**src/core/servo_map.svh**
```systemverilog
// Scale factors, reset values and timing counts for the DC servo position loop.
`ifndef SERVO_MAP_SVH
`define SERVO_MAP_SVH

// Clock rate of ref_clk in hertz.
`define CLK_HZ 50000000
// Both buttons must be held this long to start a homing move.
`define HOLD_TIME_MS 2000
`define HOLD_CYCLES ((`HOLD_TIME_MS) * ((`CLK_HZ) / 1000))
// Button contact bounce settles within this time.
`define DEB_TIME_MS 10
`define DEB_CYCLES ((`DEB_TIME_MS) * ((`CLK_HZ) / 1000))
// Servo sample period; the profile and the filter update once per period.
`define SAMPLE_TIME_US 20
`define SAMPLE_CYCLES ((`SAMPLE_TIME_US) * ((`CLK_HZ) / 1000000))
// Right shift that scales the filter sum down to the drive range.
`define OUT_SHIFT 8
// Largest drive magnitude and largest 16-bit error.
`define DRIVE_MAX 8'hff
`define ERR_MAX 16'h7fff
// Working configuration after reset, before the retained set is loaded.
`define GAIN_RESET 15'h0000

`endif

```
**src/core/servo_pkg.sv**
```systemverilog
// Types shared by the servo position loop.
package servo_pkg;

  // What the front-panel buttons do.
  typedef enum logic {
    MODE_JOG  = 1'b0,
    MODE_GOTO = 1'b1
  } btn_mode_e;

  // How a limit switch behaves on contact.
  typedef enum logic [1:0] {
    LIM_MAKES  = 2'b00,
    LIM_BREAKS = 2'b01,
    LIM_IGNORE = 2'b10
  } lim_cfg_e;

  // Motion sequencer states.
  typedef enum logic [1:0] {
    ST_BOOT = 2'b00,
    ST_IDLE = 2'b01,
    ST_MOVE = 2'b10,
    ST_HOME = 2'b11
  } motion_e;

endpackage : servo_pkg

```
**src/core/button_debounce.sv**
```systemverilog
// Debouncer for one front-panel button.
`timescale 1ns/10ps
module button_debounce #(
  parameter int CYCLES = 500000
) (
  // Clock and reset.
  input wire logic ref_clk,
  input wire logic rst,
  // Raw and settled button level.
  input wire logic raw,
  output logic clean_q
);

  localparam int CW = $clog2(CYCLES + 1);

  // A zero settle time cannot be counted.
  if (CYCLES < 1) begin : g_bad_cycles
    $error("button_debounce: CYCLES must be at least 1");
  end

  logic [CW-1:0] cnt_q;
  wire differs = (raw != clean_q);
  wire settled = (cnt_q == CW'(CYCLES - 1));

  // The level must differ for CYCLES cycles in a row before it is taken.
  always_ff @(posedge ref_clk or posedge rst) begin
    if (rst) begin
      cnt_q <= '0;
      clean_q <= 1'b0;
    end else if (!differs || settled) begin
      cnt_q <= '0;
      clean_q <= clean_q ^ differs;
    end else begin
      cnt_q <= cnt_q + CW'(1);
    end
  end

endmodule : button_debounce

```
**src/core/dc_servo_position_loop.sv**
```systemverilog
// Closed-loop position controller for a brushed DC motor.
// What this block does
// - Adds proportional gain (0..32767) times position error to drive.
// - Integrates position error, weighted by integral gain 0..32767.
// - Adds derivative gain times the change of position error.
// - Clamps the integral accumulator magnitude to a limit 0..32767.
// - In jog mode a button press starts a jog of the stored step at the jog_vel speed.
// - In go-to mode each button has its own stored target position.
// - In go-to mode the top button moves to the top target.
// - In go-to mode the bottom button moves to the bottom target.
// - Both buttons held together for 2 s start homing, in any mode.
// - Retained settings load into the working set after power-up.
// - Limit switches stop travel and serve as the homing reference.
// - Each limit switch has a configurable active level.
// - Encoder channels decode as quadrature for position and direction.
// - The filter uses 16-bit error and gain arithmetic.
// - Drive is 8-bit sign and magnitude PWM.
// - Each limit switch closes, opens on contact, or is ignored.
`timescale 1ns/10ps
`include "servo_map.svh"
module dc_servo_position_loop import servo_pkg::*; #(
  parameter int HOLD_CYCLES = `HOLD_CYCLES,
  parameter int DEB_CYCLES = `DEB_CYCLES,
  parameter int SAMPLE_CYCLES = `SAMPLE_CYCLES
) (
  // Clock and reset.
  input wire logic ref_clk,
  input wire logic rst,
  // Encoder and limit switches.
  input wire logic enc_a,
  input wire logic enc_b,
  input wire logic fwd_lim_in,
  input wire logic rev_lim_in,
  // Front-panel buttons.
  input wire logic btn_top,
  input wire logic btn_bot,
  // Limit and motion settings, used as they stand.
  input wire lim_cfg_e fwd_lim_cfg,
  input wire lim_cfg_e rev_lim_cfg,
  input wire logic fwd_lim_pol,
  input wire logic rev_lim_pol,
  input wire logic home_fwd,
  input wire logic [15:0] home_vel,
  input wire logic [15:0] jog_vel,
  input wire logic [15:0] move_vel,
  // Retained settings, loaded after power-up.
  input wire logic [14:0] nv_kp,
  input wire logic [14:0] nv_ki,
  input wire logic [14:0] nv_kd,
  input wire logic [14:0] nv_ilim,
  input wire btn_mode_e nv_mode,
  input wire logic [31:0] nv_top_pos,
  input wire logic [31:0] nv_bot_pos,
  input wire logic [31:0] nv_jog_step,
  // Host settings, loaded on a one-cycle strobe.
  input wire logic host_load,
  input wire logic [14:0] host_kp,
  input wire logic [14:0] host_ki,
  input wire logic [14:0] host_kd,
  input wire logic [14:0] host_ilim,
  input wire btn_mode_e host_mode,
  input wire logic [31:0] host_top_pos,
  input wire logic [31:0] host_bot_pos,
  input wire logic [31:0] host_jog_step,
  // Motor drive and status.
  output logic motor_pwm,
  output logic motor_rev,
  output logic [31:0] position,
  output logic fwd_limit,
  output logic rev_limit,
  output logic busy,
  output logic homed
);

  // Counts that the logic cannot serve are refused at elaboration.
  if (HOLD_CYCLES < 1 || DEB_CYCLES < 1 || SAMPLE_CYCLES < 3) begin : g_bad
    $error("dc_servo_position_loop: count parameter out of range");
  end

  localparam int HW = $clog2(HOLD_CYCLES + 1);
  localparam int SW = $clog2(SAMPLE_CYCLES + 1);

  // Working configuration.
  logic [14:0] kp_q, ki_q, kd_q, ilim_q;
  btn_mode_e mode_q;
  logic [31:0] top_q, bot_q, jstep_q;
  motion_e st_q;

  // Settings come from the retained set once after reset, and from the
  // host whenever it strobes after the boot cycle, so a host overrides whatever was retained.
  always_ff @(posedge ref_clk or posedge rst) begin
    if (rst) begin
      kp_q <= `GAIN_RESET;
      ki_q <= `GAIN_RESET;
      kd_q <= `GAIN_RESET;
      ilim_q <= `GAIN_RESET;
      mode_q <= MODE_JOG;
      top_q <= 32'h0;
      bot_q <= 32'h0;
      jstep_q <= 32'h0;
    end else if (st_q == ST_BOOT) begin
      kp_q <= nv_kp;
      ki_q <= nv_ki;
      kd_q <= nv_kd;
      ilim_q <= nv_ilim;
      mode_q <= nv_mode;
      top_q <= nv_top_pos;
      bot_q <= nv_bot_pos;
      jstep_q <= nv_jog_step;
    end else if (host_load) begin
      kp_q <= host_kp;
      ki_q <= host_ki;
      kd_q <= host_kd;
      ilim_q <= host_ilim;
      mode_q <= host_mode;
      top_q <= host_top_pos;
      bot_q <= host_bot_pos;
      jstep_q <= host_jog_step;
    end
  end

  // Limit decode: polarity first, then the contact sense, then ignore.
  wire fwd_lvl = (fwd_lim_in == fwd_lim_pol) ^ (fwd_lim_cfg == LIM_BREAKS);
  wire rev_lvl = (rev_lim_in == rev_lim_pol) ^ (rev_lim_cfg == LIM_BREAKS);
  wire fwd_act = fwd_lvl && (fwd_lim_cfg != LIM_IGNORE);
  wire rev_act = rev_lvl && (rev_lim_cfg != LIM_IGNORE);

  // Quadrature decode: one step when exactly one channel changed.
  logic pa_q, pb_q;
  logic signed [31:0] pos_q;
  wire q_step = (enc_a ^ pa_q) ^ (enc_b ^ pb_q);
  wire q_up = pa_q ^ enc_b;
  wire home_hit = (st_q == ST_HOME) && (home_fwd ? fwd_act : rev_act);

  // The counter zeroes at the home switch while homing; otherwise it follows the encoder.
  always_ff @(posedge ref_clk or posedge rst) begin
    if (rst) begin
      pa_q <= 1'b0;
      pb_q <= 1'b0;
      pos_q <= 32'sh0;
    end else begin
      pa_q <= enc_a;
      pb_q <= enc_b;
      if (home_hit) pos_q <= 32'sh0;
      else if (q_step && q_up) pos_q <= pos_q + 32'sh1;
      else if (q_step) pos_q <= pos_q - 32'sh1;
    end
  end

  // Debounced buttons.
  logic top_c, bot_c, top_p_q, bot_p_q;
  button_debounce #(.CYCLES(DEB_CYCLES)) u_deb_top (
    .ref_clk(ref_clk), .rst(rst), .raw(btn_top), .clean_q(top_c));
  button_debounce #(.CYCLES(DEB_CYCLES)) u_deb_bot (
    .ref_clk(ref_clk), .rst(rst), .raw(btn_bot), .clean_q(bot_c));

  // A press counts only while the other button is up.
  wire top_press = top_c && !top_p_q && !bot_c;
  wire bot_press = bot_c && !bot_p_q && !top_c;
  wire both = top_c && bot_c;

  // Hold timer: runs while both are down, restarts on any release.
  logic [HW-1:0] hold_q;
  logic hold_done_q;
  wire hold_hit = both && !hold_done_q && (hold_q == HW'(HOLD_CYCLES - 1));
  always_ff @(posedge ref_clk or posedge rst) begin
    if (rst) begin
      hold_q <= '0;
      hold_done_q <= 1'b0;
      top_p_q <= 1'b0;
      bot_p_q <= 1'b0;
    end else begin
      top_p_q <= top_c;
      bot_p_q <= bot_c;
      hold_done_q <= both && (hold_done_q || hold_hit);
      if (!both || hold_hit) hold_q <= '0;
      else if (!hold_done_q) hold_q <= hold_q + HW'(1);
    end
  end

  // Sample tick for the profile and the filter.
  logic [SW-1:0] smp_q;
  wire tick = (smp_q == SW'(SAMPLE_CYCLES - 1));
  always_ff @(posedge ref_clk or posedge rst) begin
    if (rst) smp_q <= '0;
    else smp_q <= tick ? '0 : smp_q + SW'(1);
  end

  // Motion profile: the command walks toward the goal by vel each tick.
  logic signed [31:0] cmd_q, goal_q;
  logic [15:0] vel_q;
  logic homed_q;
  wire signed [32:0] gap = {goal_q[31], goal_q} - {cmd_q[31], cmd_q};
  wire gap_neg = gap[32];
  wire [32:0] gap_mag = gap_neg ? 33'(-gap) : 33'(gap);
  wire arrive = (gap_mag <= {17'h0, vel_q});
  wire signed [31:0] vel_s = $signed({16'h0, vel_q});
  wire stop_fwd = fwd_act && !gap_neg;
  wire stop_rev = rev_act && gap_neg;
  wire can_cmd = (st_q == ST_IDLE) || (st_q == ST_MOVE);
  wire signed [31:0] jog_goal = top_press ? cmd_q + $signed(jstep_q)
                                          : cmd_q - $signed(jstep_q);
  wire signed [31:0] preset = top_press ? $signed(top_q) : $signed(bot_q);

  always_ff @(posedge ref_clk or posedge rst) begin
    if (rst) begin
      st_q <= ST_BOOT;
      cmd_q <= 32'sh0;
      goal_q <= 32'sh0;
      vel_q <= 16'h0;
      homed_q <= 1'b0;
    end else begin
      case (st_q)
        ST_BOOT: begin
          st_q <= ST_IDLE;
        end
        ST_IDLE, ST_MOVE: begin
          if (hold_hit) begin
            st_q <= ST_HOME;
            vel_q <= home_vel;
            homed_q <= 1'b0;
          end else if ((top_press || bot_press) && mode_q == MODE_JOG) begin
            st_q <= ST_MOVE;
            goal_q <= jog_goal;
            vel_q <= jog_vel;
          end else if (top_press || bot_press) begin
            st_q <= ST_MOVE;
            goal_q <= preset;
            vel_q <= move_vel;
          end else if (st_q == ST_MOVE && (stop_fwd || stop_rev)) begin
            st_q <= ST_IDLE;
            goal_q <= pos_q;
            cmd_q <= pos_q;
          end else if (st_q == ST_MOVE && tick) begin
            if (arrive) begin
              cmd_q <= goal_q;
              st_q <= ST_IDLE;
            end else begin
              cmd_q <= gap_neg ? cmd_q - vel_s : cmd_q + vel_s;
            end
          end
        end
        ST_HOME: begin
          if (home_hit) begin
            st_q <= ST_IDLE;
            cmd_q <= 32'sh0;
            goal_q <= 32'sh0;
            homed_q <= 1'b1;
          end else if (tick) begin
            cmd_q <= home_fwd ? cmd_q + vel_s : cmd_q - vel_s;
          end
        end
        default: st_q <= ST_IDLE;
      endcase
    end
  end

  // Position error, saturated to 16 bits so the filter never sees a wrap.
  wire signed [32:0] err_w = {cmd_q[31], cmd_q} - {pos_q[31], pos_q};
  wire signed [15:0] err_sat = (err_w > 33'sh7fff) ? $signed(`ERR_MAX) :
                               (err_w < -33'sh7fff) ? -$signed(`ERR_MAX) :
                               err_w[15:0];

  // Filter terms; every gain is a 15-bit positive number.
  logic signed [15:0] e_q, e_prev_q, i_acc_q;
  logic upd_q;
  wire signed [31:0] p_term = e_q * $signed({1'b0, kp_q});
  wire signed [31:0] i_term = i_acc_q * $signed({1'b0, ki_q});
  wire signed [16:0] d_diff = {e_q[15], e_q} - {e_prev_q[15], e_prev_q};
  wire signed [33:0] d_term = d_diff * $signed({2'b00, kd_q});
  wire signed [16:0] i_sum = {i_acc_q[15], i_acc_q} + {e_q[15], e_q};
  wire signed [16:0] i_lim = $signed({2'b00, ilim_q});
  wire signed [15:0] i_next = (i_sum > i_lim) ? i_lim[15:0] :
                              (i_sum < -i_lim) ? 16'(-i_lim) :
                              i_sum[15:0];
  wire signed [34:0] pid_sum = 35'(p_term) + 35'(i_term) + 35'(d_term);
  wire signed [34:0] scaled = pid_sum >>> `OUT_SHIFT;
  wire sat_hi = scaled > 35'sh0ff;
  wire sat_lo = scaled < -35'sh0ff;
  wire [7:0] mag_w = sat_hi || sat_lo ? `DRIVE_MAX :
                     scaled[34] ? 8'(-scaled) : scaled[7:0];

  // The error is sampled on the tick; the sum is taken one cycle later.
  logic [7:0] mag_q;
  logic neg_q;
  always_ff @(posedge ref_clk or posedge rst) begin
    if (rst) begin
      e_q <= 16'sh0;
      e_prev_q <= 16'sh0;
      i_acc_q <= 16'sh0;
      upd_q <= 1'b0;
      mag_q <= 8'h00;
      neg_q <= 1'b0;
    end else begin
      upd_q <= tick;
      if (tick) begin
        e_prev_q <= e_q;
        e_q <= err_sat;
      end
      if (upd_q) begin
        i_acc_q <= i_next;
        mag_q <= mag_w;
        neg_q <= scaled[34];
      end
    end
  end

  // PWM carrier; drive into an active limit is suppressed, since that is
  // the end of travel and pushing further could damage the stage.
  logic [7:0] cnt_q;
  logic pwm_q, rev_q, fwd_s_q, rev_s_q, busy_q;
  wire blocked = neg_q ? rev_act : fwd_act;
  always_ff @(posedge ref_clk or posedge rst) begin
    if (rst) begin
      cnt_q <= 8'h00;
      pwm_q <= 1'b0;
      rev_q <= 1'b0;
      fwd_s_q <= 1'b0;
      rev_s_q <= 1'b0;
      busy_q <= 1'b0;
    end else begin
      cnt_q <= cnt_q + 8'h01;
      pwm_q <= (cnt_q < mag_q) && !blocked;
      rev_q <= neg_q;
      fwd_s_q <= fwd_act;
      rev_s_q <= rev_act;
      busy_q <= (st_q == ST_MOVE) || (st_q == ST_HOME);
    end
  end

  assign motor_pwm = pwm_q;
  assign motor_rev = rev_q;
  assign position = pos_q;
  assign fwd_limit = fwd_s_q;
  assign rev_limit = rev_s_q;
  assign busy = busy_q;
  assign homed = homed_q;

  property p_ilim;
    @(posedge ref_clk) disable iff (rst)
      upd_q |=> (i_acc_q <= $signed({1'b0, $past(ilim_q)})) &&
                (i_acc_q >= -$signed({1'b0, $past(ilim_q)}));
  endproperty
  a_ilim: assert property (p_ilim) else $error("integral over limit");

  property p_quad_up;
    @(posedge ref_clk) disable iff (rst)
      q_step && q_up && !home_hit |=> pos_q == $past(pos_q) + 32'sh1;
  endproperty
  a_quad_up: assert property (p_quad_up) else $error("count up missed");

  property p_quad_dn;
    @(posedge ref_clk) disable iff (rst)
      q_step && !q_up && !home_hit |=> pos_q == $past(pos_q) - 32'sh1;
  endproperty
  a_quad_dn: assert property (p_quad_dn) else $error("count down missed");

  property p_home_start;
    @(posedge ref_clk) disable iff (rst)
      hold_hit && can_cmd |=> st_q == ST_HOME ##1 busy;
  endproperty
  a_home_start: assert property (p_home_start) else $error("home not begun");

  property p_hold_restart;
    @(posedge ref_clk) disable iff (rst)
      !both |=> hold_q == '0 && !hold_done_q;
  endproperty
  a_hold_restart: assert property (p_hold_restart) else $error("hold kept");

  property p_goto_top;
    @(posedge ref_clk) disable iff (rst)
      can_cmd && !hold_hit && top_press && mode_q == MODE_GOTO
        |=> goal_q == $signed($past(top_q)) && st_q == ST_MOVE;
  endproperty
  a_goto_top: assert property (p_goto_top) else $error("top goto wrong");

  property p_goto_bot;
    @(posedge ref_clk) disable iff (rst)
      can_cmd && !hold_hit && bot_press && mode_q == MODE_GOTO
        |=> goal_q == $signed($past(bot_q)) && st_q == ST_MOVE;
  endproperty
  a_goto_bot: assert property (p_goto_bot) else $error("bottom goto wrong");

  property p_sat;
    @(posedge ref_clk) disable iff (rst)
      upd_q && sat_hi |=> mag_q == `DRIVE_MAX && !neg_q;
  endproperty
  a_sat: assert property (p_sat) else $error("drive not saturated");

  // With only damping set, a gain of 256 or more turns any change of the
  // error into at least one step of drive, in either direction.
  property p_deriv;
    @(posedge ref_clk) disable iff (rst)
      upd_q && kp_q == 15'h0000 && ki_q == 15'h0000 && kd_q[14:8] != 7'h00
        && e_q != e_prev_q |=> mag_q != 8'h00;
  endproperty
  a_deriv: assert property (p_deriv)
    else $error("no damping");

  property p_boot_load;
    @(posedge ref_clk) disable iff (rst)
      // The sampled reset keeps the attempt at the releasing edge out, since
      // the load happens only on the edge after that.
      st_q == ST_BOOT && !rst |=> kp_q == $past(nv_kp) && st_q == ST_IDLE;
  endproperty
  a_boot_load: assert property (p_boot_load) else $error("boot load");

  property p_limit_block;
    @(posedge ref_clk) disable iff (rst)
      fwd_act && !neg_q |=> !motor_pwm;
  endproperty
  a_limit_block: assert property (p_limit_block) else $error("limit drive");

endmodule : dc_servo_position_loop

```
**config.mk**
```make
export PLATFORM = sky130hd
export DESIGN_NAME = dc_servo_position_loop
export DESIGN_NICKNAME = d
export VERILOG_FILES = /design/src/core/servo_pkg.sv /design/src/core/button_debounce.sv /design/src/core/dc_servo_position_loop.sv
export VERILOG_INCLUDE_DIRS = /design/src /design/src/core
export SDC_FILE = /design/constraint.sdc
export NUM_CORES = 2
export LEC_CHECK = 0
export BUFFER_PORTS_ARGS = -buffer_cell sky130_fd_sc_hd__buf_2
export CELL_PAD_IN_SITES_DETAIL_PLACEMENT = 1
export CELL_PAD_IN_SITES_GLOBAL_PLACEMENT = 2
export CORE_MARGIN = 10
export CORE_UTILIZATION = 43
export DETAILED_ROUTE_END_ITERATION = 16
export GPL_ROUTABILITY_DRIVEN = 0
export HOLD_SLACK_MARGIN = 0.12
export PLACE_DENSITY = 0.86
export RECOVER_POWER = 100
export SYNTH_ARGS = -nofsm -noshare
export SYNTH_HDL_FRONTEND = slang
export SYNTH_SLANG_ARGS = --single-unit
```
**constraint.sdc**
```tcl
create_clock -name ref_clk -period 34.5 [get_ports ref_clk]
set_input_delay 3.45 -clock ref_clk [delete_from_list [all_inputs] [get_ports ref_clk]]
set_output_delay 3.45 -clock ref_clk [all_outputs]
set_load 0.1 [all_outputs]
```
==> impl_metrics.ini <==
[outcome]
run_status = complete, but fails checks
violations = max-capacitance violations, max-slew violations

[power_and_ir_drop]
clock_power_share = 0.161
sequentialPowerShare = 0.244
total_internal_power_mw = 1.92
switching_power_mw = 2.18
power_density_nw_per_um2 = 59.9
irDropWorstVdd_mv = 0.112
power.leakage_nw = 32.6
switching_share = 0.531
share_comb_of_total_power = 0.595

[floorplanning]
floorplan.core_area_um2 = 144000
die_x_um = 401
die_h_um = 401
top_level_ports = 416
floorplan.rows = 139
initial_core_util = 0.434
floorplan.die_area_um2 = 161000

[min_path]
min-delay-path-class = register to register

[setup_path]
cp-start-kind = input pin
path_class = input pin to asynchronous set/reset pin
cp_top_family = buffers and inverters
crit_path_frequent_cell = clkbuf_1
cp_data_arrival_time_ns = 18.15
critical_path.max_fanout = 127
worstPathCellList = clkbuf_1, clkinvlp_2, clkbuf_1, clkbuf_1, clkbuf_1
cp-end-kind = asynchronous set/reset pin
critical_path_data_required_time_ns = 33.97
cp_peak_stage_delay_ns = 5.55
critPathSlowestCell = clkbuf_1
ff2ff_setup_slack_ns = 20.39
buffers_plus_inverters_on_the_worst_setup_path = 5

[synth]
synth.lib_cells_used.distinct = 90
ys_dominant_reg_cell = dfrtp_1
synthDominantCellAreaShare = 0.284
synth_seq_area_share = 0.170
ys.warnings.count = 0
yosys-top-cells-area = fa_1 (28%), dfrtp_1 (17%), ha_1 (8.9%)
synthesis.nets = 8806
synthesis.area_per_instance_um2 = 8.79
ys_async_sr_fraction = 1.00
synth.cell_area_um2 = 62400
synth-seq-cells = 425
synth_edf_count = 0
netlist_instances = 7100
yosys.area.top_type = fa_1

[drt]
totalWireLength_um = 223000
drc = 0
dr.first_iter.drc_count = 2646
vias_per_instance = 5.54
detail_route.wl_per_cell_um = 23.9
drt_pass1_iterations = 5
dr_total_vias = 51700
postRouteAntennaNets = 0

[timing]
setup_repair_after_global_routing_missed_its_margin = false
maxSlewHeadroom = -4.15
slew_viol_final = 802
timing.final.ws_setup_ns = 15.82
final_hold_vios = 0
final_setup_fails = 0
peak_clock_frequency_supported_by_timing_ghz = 0.0535
finalSetupTns_ns = 0
final.min_clock_period_ns = 18.68
post_route_clock_period_utilization = 0.541
worst_slew_pin_slew_ns = 7.73
timing.clock.skew_ns = 0.0356

[global_route]
grt_first_pass_wirelength_um = 345000
grt_max_degree = 264
initial_antenna_violation_count = 10
grt.overflow.total = 0
vias_in_the_first_global_route = 57500
track_usage = 0.275

[clock_tree]
clock_path_buffers = 3
post_cts_repair_timing_setup_buffer_count = 0
clock_insertion_delay_worst_skew_ns = 0.71
tritoncts = yes
clock_sinks = 425
clock-root-buffer = clkbuf_16
cts_made_buffers = 59
holdBufCountCts = 0
post_cts_clock_slew_at_the_launch_and_capture_registers_of_the_worst_setup_and_hold_paths_ns = 0.06
cts.repair.resized = 0
cts_max_level = 2

[flow_run]
cap_viol_max_count = 15

[placed_design]
hpwl_um = 180000
place_worst_setup_slack_ns = 20.87
buffer_ports.inserted = 415

[layout]
design.final.nets = 9069
area_growth_syn_to_layout_pct = 9.57
layout_common_cells = inv_1 (1169), fa_1 (884), nand2_1 (846)
layout_commonest_cell = inv_1
final_layout_size_suffix_gt1_frac = 0.0832
## state kept, by name, summed over array words and instances (netlist names), 15 cells and up
register         flops
goal_q              32
e_q                 16
i_acc_q             16
cmd_q               32
e_prev_q            16
top_q               32
u_deb_top.cnt_q     19
bot_q               32
kd_q                15
kp_q                15
position            32
jstep_q             32
ki_q                15
hold_q              27
vel_q               16
u_deb_bot.cnt_q     19
ilim_q              15
## power by group through the flow
stage	Combinational, mW	Clock, mW	Sequential [mW]
after floorplan	1.71	0	0.909
after global placement	2.36	0	0.996
after detailed placement	2.42	0	1.00
after CTS	2.44	0.678	0.995
after global routing	2.69	0.696	1.02
final	2.44	0.661	0.998
## stage by stage
stage / instances / power, mW / util / hold WS, ns / area [um2]
final: 9324 / 4.10 / 0.475 / 0.476 / 68400
after global routing: 9321 / 4.40 / 0.475 / 0.505 / 68400
after CTS: 9317 / 4.12 / 0.477 / 0.480 / 68500
after detailed placement: 9205 / 3.43 / 0.462 / 0.470 / 66500
after global placement: 9205 / 3.35 / 0.462 / 0.469 / 66500
after floorplan: 7100 / 2.62 / - / 0.352 / 62400
## area by class of cell
class                           count  area (um2)
Tap cell                         1903        2380
Timing Repair Buffer              498        2590
Multi-Input combinational cell   5208       46300
Antenna cell                        7        17.5
Clock inverter                     30         367
Inverter                         1171        4400
Fill cell                       17000       75400
Clock buffer                       82        1680
Sequential cell                   425       10600
## path summary, 6_finish.rpt
path / from / endpoint / depth (start not counted)
setup / recovery: rst / mode_q / 5
hold / removal: cnt_q[7] / cnt_q[7] / 1
setup reg to reg: e_q[0] / mag_q[3] / 47
hold reg to reg: cnt_q[7] / cnt_q[7] / 1
max in group ref_clk: e_q[0] / mag_q[3] / 47
min in group asynchronous: rst / u_deb_bot.cnt_q[11] / 2
## Yosys cell counts, types with 71 or more instances
cell      instances
and2_1          402
mux2i_1         218
o21ai_0         357
nand2_1         846
inv_1          1170
xnor2_1         218
nand3_1         102
nor3_1           96
a21o_1           71
a21oi_1         284
clkbuf_1        269
nor2_1          355
dfrtp_1         425
xor2_1          108
fa_1            884
ha_1            444
## worst register-to-register path: cells and delay by family, from the launching register on
family	cells	cell delay (ns)
flip-flops	1	0.82
multiplexers	1	0.41
AO/OA/AOI/OAI	22	5.08
buffers and inverters	5	0.74
adder cells (fa/ha/maj)	12	5.49
AND/OR/NAND/NOR	5	0.87
XOR/XNOR	2	0.58
## kinds of logic (layout without fill, tap and decap cells)
group,after synthesis,in the layout,share of synthesized area
DFF,425,425,0.170
buffers and inverters,1467,1781,0.0886
and+or+nand+nor,2138,2138,0.165
AOI/OAI and AO/OA,1163,1163,0.116
xor gates and xnor gates,326,326,0.0457
adders and majority gates,1328,1328,0.373
muxes,253,253,0.0414
other,0,7,0
## layer usage
layer / track usage / up-vias / share of wire
li1: - / 23400 / -
met1: 0.316 / 26600 / 0.38
met2: 0.498 / 1253 / 0.51
met3: 0.0290 / 475 / 0.039
met4: 0.147 / 6 / 0.065
met5: 0 / - / 0.00018
Note: power is estimated with default switching activity, not from simulation.
